**src/inc/irq_ctrl_pkg.sv**
```systemverilog
// Constants for the interrupt enable and flag control block.
// Assumes a single core clock and a plain register port.
// Operation
// [RQ1] Control register mirrored at two addresses
// [RQ2] Global enable gates every interrupt
// [RQ3] Peripheral group enable gates peripheral sources
// [RQ4] Timer overflow enable masks timer flag
// [RQ5] External pin enable masks pin flag
// [RQ6] Pin-change enable masks pin-change flag
// [RQ7] Timer overflow sets sticky flag
// [RQ8] Qualifying pin edge sets sticky flag
// [RQ9] Any monitored pin change sets flag
// [RQ10] Flags set regardless of any enable
// [RQ11] Separate peripheral enable and flag registers
// [RQ12] Software clears flag before enabling it
// [RQ13] Interrupt branch pushes 13-bit counter
// [RQ14] Return pops stack, circular, no indication
// [RQ15] Edge select picks rising or falling
// [RQ16] Pin-change covers all three pins together; the code leaves pin c out while pin_c_is_master_clear is set
// [RQ17] Request is gated OR of pairs
package irq_ctrl_pkg;
    // ****************************************
    // Register map
    // ****************************************
    localparam logic [7:0] ADDR_CONTROL_LO = 8'h0b;
    localparam logic [7:0] ADDR_CONTROL_HI = 8'h8b;
    localparam logic [7:0] ADDR_PERIPH_FLAGS = 8'h0c;
    localparam logic [7:0] ADDR_PERIPH_ENABLES = 8'h8c;
    localparam logic [7:0] ADDR_EDGE_SELECT = 8'h81;
    localparam logic [7:0] ADDR_IRQ_STATUS = 8'h90;
    localparam logic [7:0] ADDR_IRQ_CLEAR = 8'h91;
    localparam logic [7:0] ADDR_IRQ_ENABLE = 8'h92;
    // ****************************************
    // Control register and edge select register fields
    // ****************************************
    localparam int BIT_GLOBAL_EN = 7;
    localparam int BIT_GROUP_EN = 6;
    localparam int BIT_TIMER_EN = 5;
    localparam int BIT_EXT_EN = 4;
    localparam int BIT_CHG_EN = 3;
    localparam int BIT_TIMER_FLAG = 2;
    localparam int BIT_EXT_FLAG = 1;
    localparam int BIT_CHG_FLAG = 0;
    localparam int BIT_EDGE_SEL = 6;
    // ****************************************
    // Reset values
    // ****************************************
    localparam logic [7:0] CONTROL_RESET = 8'h00;
    localparam logic [7:0] PERIPH_RESET = 8'h00;
    localparam logic [7:0] EDGE_SEL_RESET = 8'h40;
    localparam logic [7:0] STATUS_RESET = 8'h00;
    // ****************************************
    // Sizes
    // ****************************************
    localparam int PC_WIDTH = 13;
    localparam int STACK_DEPTH = 8;
    localparam int STACK_PTR_WIDTH = 3;
    // Status event bits
    localparam int EV_IRQ_TAKEN = 0;
    localparam int EV_IRQ_RETURN = 1;
    localparam int EV_BLOCKED = 2;
endpackage : irq_ctrl_pkg

```
**src/rtl/irq_ctrl.sv**
```systemverilog
// Interrupt enable and flag control with return stack.
// Assumes event pulses and core strobes are synchronous to clk.
`timescale 1ns/10ps
module irq_ctrl
    import irq_ctrl_pkg::*;
(
    input wire logic clk,
    input wire logic rst_b,
    input wire logic [7:0] addr,
    input wire logic [7:0] wdata,
    input wire logic wr_en,
    input wire logic rd_en,
    output logic [7:0] rdata,
    input wire logic timer_overflow,
    input wire logic external_irq_pin,
    input wire logic monitored_pin_a,
    input wire logic monitored_pin_b,
    input wire logic monitored_pin_c,
    input wire logic pin_c_is_master_clear,
    input wire logic [7:0] periph_events,
    input wire logic [PC_WIDTH-1:0] program_counter,
    input wire logic irq_ack,
    input wire logic return_from_interrupt,
    output logic core_irq,
    output logic [PC_WIDTH-1:0] return_address,
    output logic irq
);
    logic [7:0] interrupt_control_reg;
    logic [7:0] peripheral_interrupt_flags_reg;
    logic [7:0] peripheral_interrupt_enables_reg;
    logic external_edge_select_reg;
    logic [2:0] irq_status_reg;
    logic [2:0] irq_enable_reg;
    logic [7:0] rdata_reg;
    logic ext_pin_reg;
    logic [2:0] pins_reg;
    logic [PC_WIDTH-1:0] return_address_reg;
    logic [2:0] pins_now;
    logic wr_control;
    logic ext_edge;
    logic pin_change;
    logic core_pending;
    logic periph_pending;
    logic push;
    logic [PC_WIDTH-1:0] stack_top;
    logic [2:0] events;

    // ****************************************
    // Decode
    // ****************************************
    assign wr_control = wr_en &&
        (addr == ADDR_CONTROL_LO || addr == ADDR_CONTROL_HI); // [RQ1]

    // ****************************************
    // Event detection
    // ****************************************
    assign pins_now = {monitored_pin_c & ~pin_c_is_master_clear,
                       monitored_pin_b, monitored_pin_a};

    // Pins tracked through reset so its release shows no false edge
    always_ff @(posedge clk) begin
        ext_pin_reg <= external_irq_pin;
        pins_reg <= pins_now;
    end

    assign ext_edge = external_edge_select_reg ?
        (external_irq_pin & ~ext_pin_reg) :
        (~external_irq_pin & ext_pin_reg); // [RQ15]
    assign pin_change = |(pins_now ^ pins_reg); // [RQ16]

    // ****************************************
    // Control register
    // ****************************************
    always_ff @(posedge clk) begin
        if (!rst_b) begin
            interrupt_control_reg <= CONTROL_RESET;
        end else begin
            if (wr_control) begin
                interrupt_control_reg <= wdata; // [RQ1]
            end
            if (push) begin
                interrupt_control_reg[BIT_GLOBAL_EN] <= 1'b0;
            end else if (return_from_interrupt) begin
                interrupt_control_reg[BIT_GLOBAL_EN] <= 1'b1;
            end
            // Hardware set wins over a software clear
            if (timer_overflow) begin
                interrupt_control_reg[BIT_TIMER_FLAG] <= 1'b1; // [RQ7] [RQ10]
            end
            if (ext_edge) begin
                interrupt_control_reg[BIT_EXT_FLAG] <= 1'b1; // [RQ8] [RQ10]
            end
            if (pin_change) begin
                interrupt_control_reg[BIT_CHG_FLAG] <= 1'b1; // [RQ9] [RQ10]
            end
        end
    end

    // ****************************************
    // Peripheral registers
    // ****************************************
    always_ff @(posedge clk) begin
        if (!rst_b) begin
            peripheral_interrupt_flags_reg <= PERIPH_RESET;
        end else begin
            peripheral_interrupt_flags_reg <=
                ((wr_en && addr == ADDR_PERIPH_FLAGS) ?
                 wdata : peripheral_interrupt_flags_reg)
                | periph_events; // [RQ10] [RQ11]
        end
    end

    always_ff @(posedge clk) begin
        if (!rst_b) begin
            peripheral_interrupt_enables_reg <= PERIPH_RESET;
        end else if (wr_en && addr == ADDR_PERIPH_ENABLES) begin
            peripheral_interrupt_enables_reg <= wdata; // [RQ11]
        end
    end

    always_ff @(posedge clk) begin
        if (!rst_b) begin
            external_edge_select_reg <= EDGE_SEL_RESET[BIT_EDGE_SEL];
        end else if (wr_en && addr == ADDR_EDGE_SELECT) begin
            external_edge_select_reg <= wdata[BIT_EDGE_SEL]; // [RQ15]
        end
    end

    // ****************************************
    // Request to the core
    // ****************************************
    assign core_pending =
        (interrupt_control_reg[BIT_TIMER_EN] &
         interrupt_control_reg[BIT_TIMER_FLAG]) | // [RQ4]
        (interrupt_control_reg[BIT_EXT_EN] &
         interrupt_control_reg[BIT_EXT_FLAG]) | // [RQ5]
        (interrupt_control_reg[BIT_CHG_EN] &
         interrupt_control_reg[BIT_CHG_FLAG]); // [RQ6]
    assign periph_pending = interrupt_control_reg[BIT_GROUP_EN] &
        |(peripheral_interrupt_enables_reg &
          peripheral_interrupt_flags_reg); // [RQ3]
    assign core_irq = interrupt_control_reg[BIT_GLOBAL_EN] &
        (core_pending | periph_pending); // [RQ2] [RQ17]
    assign push = irq_ack & core_irq; // [RQ13]

    // ****************************************
    // Return stack
    // ****************************************
    return_stack u_stack (
        .clk(clk),
        .rst_b(rst_b),
        .push(push),
        .pop(return_from_interrupt & ~push),
        .push_data(program_counter),
        .top_data(stack_top)
    );

    always_ff @(posedge clk) begin
        if (!rst_b) begin
            return_address_reg <= '0;
        end else if (return_from_interrupt & ~push) begin
            return_address_reg <= stack_top; // [RQ14]
        end
    end
    assign return_address = return_address_reg;

    // ****************************************
    // Block interrupt status
    // ****************************************
    assign events = {(core_pending | periph_pending) &
                     ~interrupt_control_reg[BIT_GLOBAL_EN],
                     return_from_interrupt & ~push, push};

    always_ff @(posedge clk) begin
        if (!rst_b) begin
            irq_status_reg <= STATUS_RESET[2:0];
        end else begin
            irq_status_reg <= (wr_en && addr == ADDR_IRQ_CLEAR) ?
                ((irq_status_reg & ~wdata[2:0]) | events) :
                (irq_status_reg | events);
        end
    end

    always_ff @(posedge clk) begin
        if (!rst_b) begin
            irq_enable_reg <= STATUS_RESET[2:0];
        end else if (wr_en && addr == ADDR_IRQ_ENABLE) begin
            irq_enable_reg <= wdata[2:0];
        end
    end
    assign irq = |(irq_status_reg & irq_enable_reg);

    // ****************************************
    // Read data
    // ****************************************
    always_ff @(posedge clk) begin
        if (!rst_b) begin
            rdata_reg <= 8'h00;
        end else if (rd_en) begin
            unique case (addr)
                ADDR_CONTROL_LO, ADDR_CONTROL_HI:
                    rdata_reg <= interrupt_control_reg; // [RQ1]
                ADDR_PERIPH_FLAGS: rdata_reg <= peripheral_interrupt_flags_reg;
                ADDR_PERIPH_ENABLES:
                    rdata_reg <= peripheral_interrupt_enables_reg;
                ADDR_EDGE_SELECT:
                    rdata_reg <= {1'b0, external_edge_select_reg, 6'h00};
                ADDR_IRQ_STATUS: rdata_reg <= {5'h00, irq_status_reg};
                ADDR_IRQ_ENABLE: rdata_reg <= {5'h00, irq_enable_reg};
                default: rdata_reg <= 8'h00;
            endcase
        end else begin
            rdata_reg <= 8'h00;
        end
    end
    assign rdata = rdata_reg;
endmodule : irq_ctrl

```
**src/rtl/return_stack.sv**
```systemverilog
// Circular return stack for the program counter.
// Assumes push and pop never arrive together.
`timescale 1ns/10ps
module return_stack
    import irq_ctrl_pkg::*;
(
    input wire logic clk,
    input wire logic rst_b,
    input wire logic push,
    input wire logic pop,
    input wire logic [PC_WIDTH-1:0] push_data,
    output logic [PC_WIDTH-1:0] top_data
);
    logic [PC_WIDTH-1:0] stack_mem [STACK_DEPTH];
    logic [STACK_PTR_WIDTH-1:0] ptr_reg;

    // ****************************************
    // Pointer wraps, no overflow indication
    // ****************************************
    always_ff @(posedge clk) begin
        if (!rst_b) begin
            ptr_reg <= '0;
        end else if (push) begin
            ptr_reg <= ptr_reg + 3'h1; // [RQ14]
        end else if (pop) begin
            ptr_reg <= ptr_reg - 3'h1; // [RQ14]
        end
    end

    always_ff @(posedge clk) begin
        if (push) begin
            stack_mem[ptr_reg] <= push_data; // [RQ13]
        end
    end

    assign top_data = stack_mem[ptr_reg - 3'h1];
endmodule : return_stack

```
**config.mk**
```make
export PLATFORM = sky130hd
export DESIGN_NAME = irq_ctrl
export DESIGN_NICKNAME = d
export VERILOG_FILES = /design/src/inc/irq_ctrl_pkg.sv /design/src/rtl/irq_ctrl.sv /design/src/rtl/return_stack.sv
export SDC_FILE = /design/constraint.sdc
export NUM_CORES = 1
export LEC_CHECK = 0
export ABC_AREA = 1
export BUFFER_PORTS_ARGS = -buffer_cell sky130_fd_sc_hd__buf_2
export CAP_MARGIN = 20
export CORE_MARGIN = 2
export CORE_UTILIZATION = 35
export DETAILED_ROUTE_END_ITERATION = 7
export PLACE_DENSITY_LB_ADDON = 0.12
export SETUP_SLACK_MARGIN = 0.15
export SYNTH_ARGS = -nofsm -noshare
export SYNTH_HDL_FRONTEND = slang
export SYNTH_SLANG_ARGS = --single-unit
export TNS_END_PERCENT = 100
```
**constraint.sdc**
```tcl
create_clock -name clk -period 2.6 [get_ports clk]
set_input_delay 0.26 -clock clk [delete_from_list [all_inputs] [get_ports clk]]
set_output_delay 0.26 -clock clk [all_outputs]
set_load 0.1 [all_outputs]
```
Word-level counts from Yosys, hierarchy flattened
Memory sizes are Yosys's and may differ from the RTL's. A register that Yosys moved wholly into a read port is not among the register bits.
Index checks and enable logic that the tools add are counted.
Word-level totals
  register bits: 46
  RAM bits: 104
  bits of input ports: 49
  word-level logic and storage cells: 85
  memories: 1
Cells by class
  $add $sub $neg: 2
  equality and inequality tests: 8
  mux-type cells: 13
  bitwise logic cells: 28
  reductions and logical operators: 19
Memory list
  u_stack.stack_mem: words 8, width 13, read ports 1, clocked after memory_dff 1, wr ports 1, RTL line return_stack.sv:14  | logic [PC_WIDTH-1:0] stack_mem [STACK_DEPTH];
Operators by type and width (count)
  $eq 8x8->1 const B: 6
  $pmux 8 s6: 1
  $eq 8x4->1 const B: 2
  $mux 8: 2
  $and 1x1->1: 11
  $reduce_bool 2->1: 5
  $mux 3: 3
  $and 8x8->8: 1
  $or 8x8->8: 1
  $reduce_or 8->1: 1
  $mux 1: 7
  $and 3x3->3: 2
  $logic_and 1x1->1: 6
  $not 1->1: 6
  $or 3x3->3: 2
  $reduce_or 3->1: 2
  $reduce_or 2->1: 2
  $add 3x1->3 const B: 1
  $not 3->3: 1
  $or 1x1->1: 3
  $sub 3x1->3 const B: 1
  $xor 3x3->3: 1
  $reduce_and 2->1: 1
  $logic_not 1->1: 1
  $logic_or 1x1->1: 1

Depth between registers and ports, before layout
  depth in word-level cells: 10
  gate-level depth with buffers: 14

By module
Synthesis repeated with hierarchy kept, for this count alone.
Second synthesis, totals
  cells, all modules: 867
  area, all modules: 7368.3 um2
Modules (own cells, without submodules)
  return_stack: instances 1, cells each 490, area an instance 4789.6 um2, seq. area each 3183.1 um2
  irq_ctrl: instances 1, cells each 377, area an instance 2578.7 um2, seq. area each 1121.1 um2

Least setup slack after synthesis
No wires, ideal clock.
  path kind: register -> register
  from: register u_stack.ptr_reg[0]
  to: register return_address_reg[11] (netlist: return_address[11]) (read register of u_stack.stack_mem)
  library setup time: 0.065 ns
  arrival: 2.010 ns
  data required time: 2.535 ns
  setup slack: 0.525 ns
  stages on the path, launching flop included: 15
  buffers on the path: 5
  period minus slack after synthesis: 2.075 ns
  cells stage by stage: dfxtp_1 buf_4 inv_2 buf_4 buf_4 ha_1 buf_2 inv_1 buf_2 o21ai_0 o22ai_1 inv_1 o21ai_0 o21ai_0 nor2_1
On the way
  longest elaborated chain between the ends: 1
RTL lines
  start, declared: RTL line return_stack.sv:15  | logic [STACK_PTR_WIDTH-1:0] ptr_reg;
  start signal, assigned: RTL line return_stack.sv:24  | ptr_reg <= ptr_reg + 3'h1;
  start signal, assigned: RTL line return_stack.sv:26  | ptr_reg <= ptr_reg - 3'h1;
  $sub 3x1->3: RTL line return_stack.sv:36  | assign top_data = stack_mem[ptr_reg - 3'h1];
  end, declared: RTL line irq_ctrl.sv:37  | logic [PC_WIDTH-1:0] return_address_reg;
No other way between the ends.
A chain may end at the register's enable or synchronous reset.

Final worst setup path
  from: register u_stack.ptr_reg[1]
  to: register return_address_reg[1] (netlist: return_address[1]) (read register of u_stack.stack_mem)
The elaborated chain is that of the path after synthesis.

==> flow_summary.json <==
{
  "outcome": "complete, no violations",
  "routed-via-count": 5063,
  "area_delta_synth_final_pct": 18.7,
  "first_iter_violations": 372,
  "path_buf_inv": 4,
  "fin_nets": 807,
  "synth-seq-cells": 163,
  "grt_overflow": 0,
  "required_ps": 2970,
  "tns_ps": 0,
  "crit_path_end_kind": "register",
  "fin_cells": 1003,
  "io-pin-count": 72,
  "async_flop_share_pct": 0,
  "maxCapViolations": 0,
  "power.share.clock_pct": 41.4,
  "p_per_area_mw_per_mm2": 776,
  "die_w_um": 143,
  "p_int_mw": 4.40,
  "hold_viol_final": 0,
  "p_comb_share_pct": 12.8,
  "grt.total_usage_pct": 18.5,
  "critical_path_class": "register to register",
  "drtPass1Iterations": 4,
  "cts_root_buf": "clkbuf_16",
  "slowest_stage": "dfxtp_1",
  "core_area_mm2": 0.0188,
  "total_power_mw": 6.19,
  "drt_wl_total_um": 18000,
  "wl_met1_um": 8250,
  "synth_ff_type": "edfxtp_1",
  "drive_gt1_share_pct": 17.7,
  "ys_seq_area_share_pct": 64.0,
  "htree_levels": 4,
  "cts.sinks": 163,
  "start_kind": "register",
  "drv_slew": 0,
  "antenna_found_initial": 0,
  "tightest_slew_ps": 589,
  "slew_headroom_pct": 60.7,
  "antenna_left": 0,
  "synth_edf_count": 104,
  "cts_setup_buffers": 0,
  "syn_area_mm2": 0.00672,
  "syn_avg_cell_area_um2": 9.93,
  "n_fill_cell": 1803,
  "fin_skew_ps": 11.0,
  "routedWlPerCell_um": 17.9,
  "p_seq_share_pct": 45.7,
  "fmax_ghz": 0.467,
  "dp.cells": 968,
  "clkLatencyLatePin_ps": 430,
  "initial_core_util_pct": 35.8,
  "hold_ws_ps": 34.2,
  "finalSetupViolations": 0,
  "die_h_um": 143,
  "synth_nets": 728,
  "gp_congestion": 0.818,
  "vdd_drop_max_mv": 0.496,
  "wl_met3_um": 958,
  "path_clk_slew_ps": 70,
  "rows": 50,
  "synthCells": 677,
  "portBuffers": 71,
  "drc": 0,
  "power_switching_mw": 1.79,
  "grt_pass1_vias": 4981,
  "hold_path_class": "input pin to register",
  "clockBufferDepth": 2,
  "cp_max_fo": 18,
  "tritoncts": "built",
  "period_needed_ps": 2140,
  "hpwl_um": 12600,
  "dieArea_mm2": 0.0203,
  "largest_reg_flops": 104,
  "cp.arrival_ps": 2510,
  "netSwitchingFraction_pct": 29.0,
  "vias_per_cell": 5.05,
  "power.leakage_nw": 3.20,
  "grt_pass1_wl_um": 28100,
  "ctsResizeCount": 0,
  "ys_types": 37,
  "crit_family": "buffers and inverters",
  "grt_max_degree": 56,
  "worstPathCellList": "inv_1 > ha_1 > inv_1 > buf_4 > o21ai_0 > o22ai_1 > inv_1 > o21ai_0 > o21ai_0 > nor2_1",
  "rsz0062_at_grt": "no",
  "fin_crit_sh_pct": 82.4,
  "wl_met2_um": 8390,
  "numCtsBuffers": 17,
  "top_layer": "met4",
  "antennaDiodeCount": 0,
  "cts_hold_buffers": 3,
  "ys_warn_count": 0,
  "max_stage_delay_ps": 400
}
[metrics by stage]
step           util (%)  area [um^2]  setup WS, ps
6_report           42.5         7980           457
5_1_grt            42.5         7980           184
4_1_cts            42.5         7980           441
3_5_place_dp       39.1         7340           488
3_3_place_gp       39.1         7340           462
2_1_floorplan         -         6720           525
[final timing paths]
path / from / to / slack (ps) / depth (start not counted)
max: u_stack.ptr_reg[1]$_SDFFE_PN0P_ / return_address[1]$_SDFFE_PN0P_ / 460 / 10
max reg2reg: u_stack.ptr_reg[1]$_SDFFE_PN0P_ / return_address[1]$_SDFFE_PN0P_ / 460 / 10
min: periph_events[5] / peripheral_interrupt_flags_reg[5]$_SDFF_PN0_ / 30 / 3
min reg2reg: irq_enable_reg[1]$_SDFFE_PN0P_ / irq_enable_reg[1]$_SDFFE_PN0P_ / 460 / 2
[layout make-up]
type / count / area, um^2 / share of cell area, %
flip-flops and latches: 163 / 4300 / 53.9
well taps: 234 / 293 / 3.67
repair buffers: 89 / 510 / 6.39
clock inverters: 15 / 188 / 2.35
multi-input cells: 413 / 1990 / 25.0
inverters: 72 / 270 / 3.39
clock buffers: 17 / 425 / 5.33
[layout by cell type (no fill, tap or decap), types with 2 or more instances in the layout]
| cell | synthesis | layout |
|---|---|---|
| nor2_1 | 105 | 105 |
| edfxtp_1 | 104 | 104 |
| o21ai_0 | 97 | 97 |
| nand2_1 | 89 | 89 |
| buf_2 | 7 | 71 |
| inv_1 | 69 | 69 |
| dfxtp_1 | 59 | 59 |
| a21oi_1 | 28 | 28 |
| o22ai_1 | 27 | 27 |
| o21ai_1 | 19 | 19 |
| clkbuf_16 | 0 | 17 |
| nand3_1 | 15 | 15 |
| buf_4 | 6 | 14 |
| inv_8 | 0 | 7 |
| nand2_2 | 4 | 4 |
| nor3_1 | 4 | 4 |
| inv_2 | 3 | 3 |
| xor2_1 | 3 | 3 |
| clkinv_8 | 0 | 3 |
| dlygate4sd3_1 | 0 | 3 |
| nand4_1 | 2 | 2 |
| nand2_4 | 2 | 2 |
| nand3_2 | 2 | 2 |
| o211ai_1 | 2 | 2 |
| ha_1 | 2 | 2 |
| clkinv_4 | 0 | 2 |
[cells in the mapped netlist, types with 3 or more instances]
cell      number  area (um^2)
nor2_1       105          394
edfxtp_1     104         3120
o21ai_0       97          485
nand2_1       89          334
inv_1         69          259
dfxtp_1       59         1180
a21oi_1       28          140
o22ai_1       27          169
o21ai_1       19         95.1
nand3_1       15         75.1
clkbuf_1       9         33.8
buf_2          7         35.0
buf_4          6         45.0
nand2_2        4         25.0
nor3_1         4         20.0
buf_1          3         11.3
inv_2          3         11.3
xor2_1         3         26.3
[worst reg2reg max path, delay by kind of cell (launching register included)]
kind | cells | cell delay (ps)
AND/OR/NAND/NOR | 1 | 80
adder cells (fa/ha/maj) | 1 | 290
AO/OA/AOI/OAI | 4 | 530
flip-flops | 1 | 400
buffers and inverters | 4 | 770
[logic make-up (layout without fill, tap and decap cells)]
| family | Yosys count | after routing | synth area share (%) |
|---|---|---|---|
| AOI/OAI and AO/OA | 176 | 176 | 13.9 |
| xor gates and xnor gates | 5 | 5 | 0.763 |
| adders and majority gates | 2 | 2 | 0.372 |
| buffers and inverters | 101 | 193 | 6.36 |
| DFF | 163 | 163 | 64.0 |
| and+or+nand+nor | 230 | 230 | 14.6 |
[power groups by stage]
stage	clock network (mW)	logic [mW]	registers [mW]
floorplan	0	0.369	3.05
global placement	0	0.792	2.89
detailed placement	0	0.793	2.89
CTS	2.62	0.799	2.83
global route	2.73	0.873	2.84
finish	2.57	0.796	2.83
[metal layers]
| layer | global-route usage [%] | vias up |
|---|---|---|
| li1 | - | 2461 |
| met1 | 24.5 | 2416 |
| met2 | 29.8 | 159 |
| met3 | 4.44 | 27 |
| met4 | 6.25 | 0 |
| met5 | 0 | - |
(Power assumes the default switching activity.)
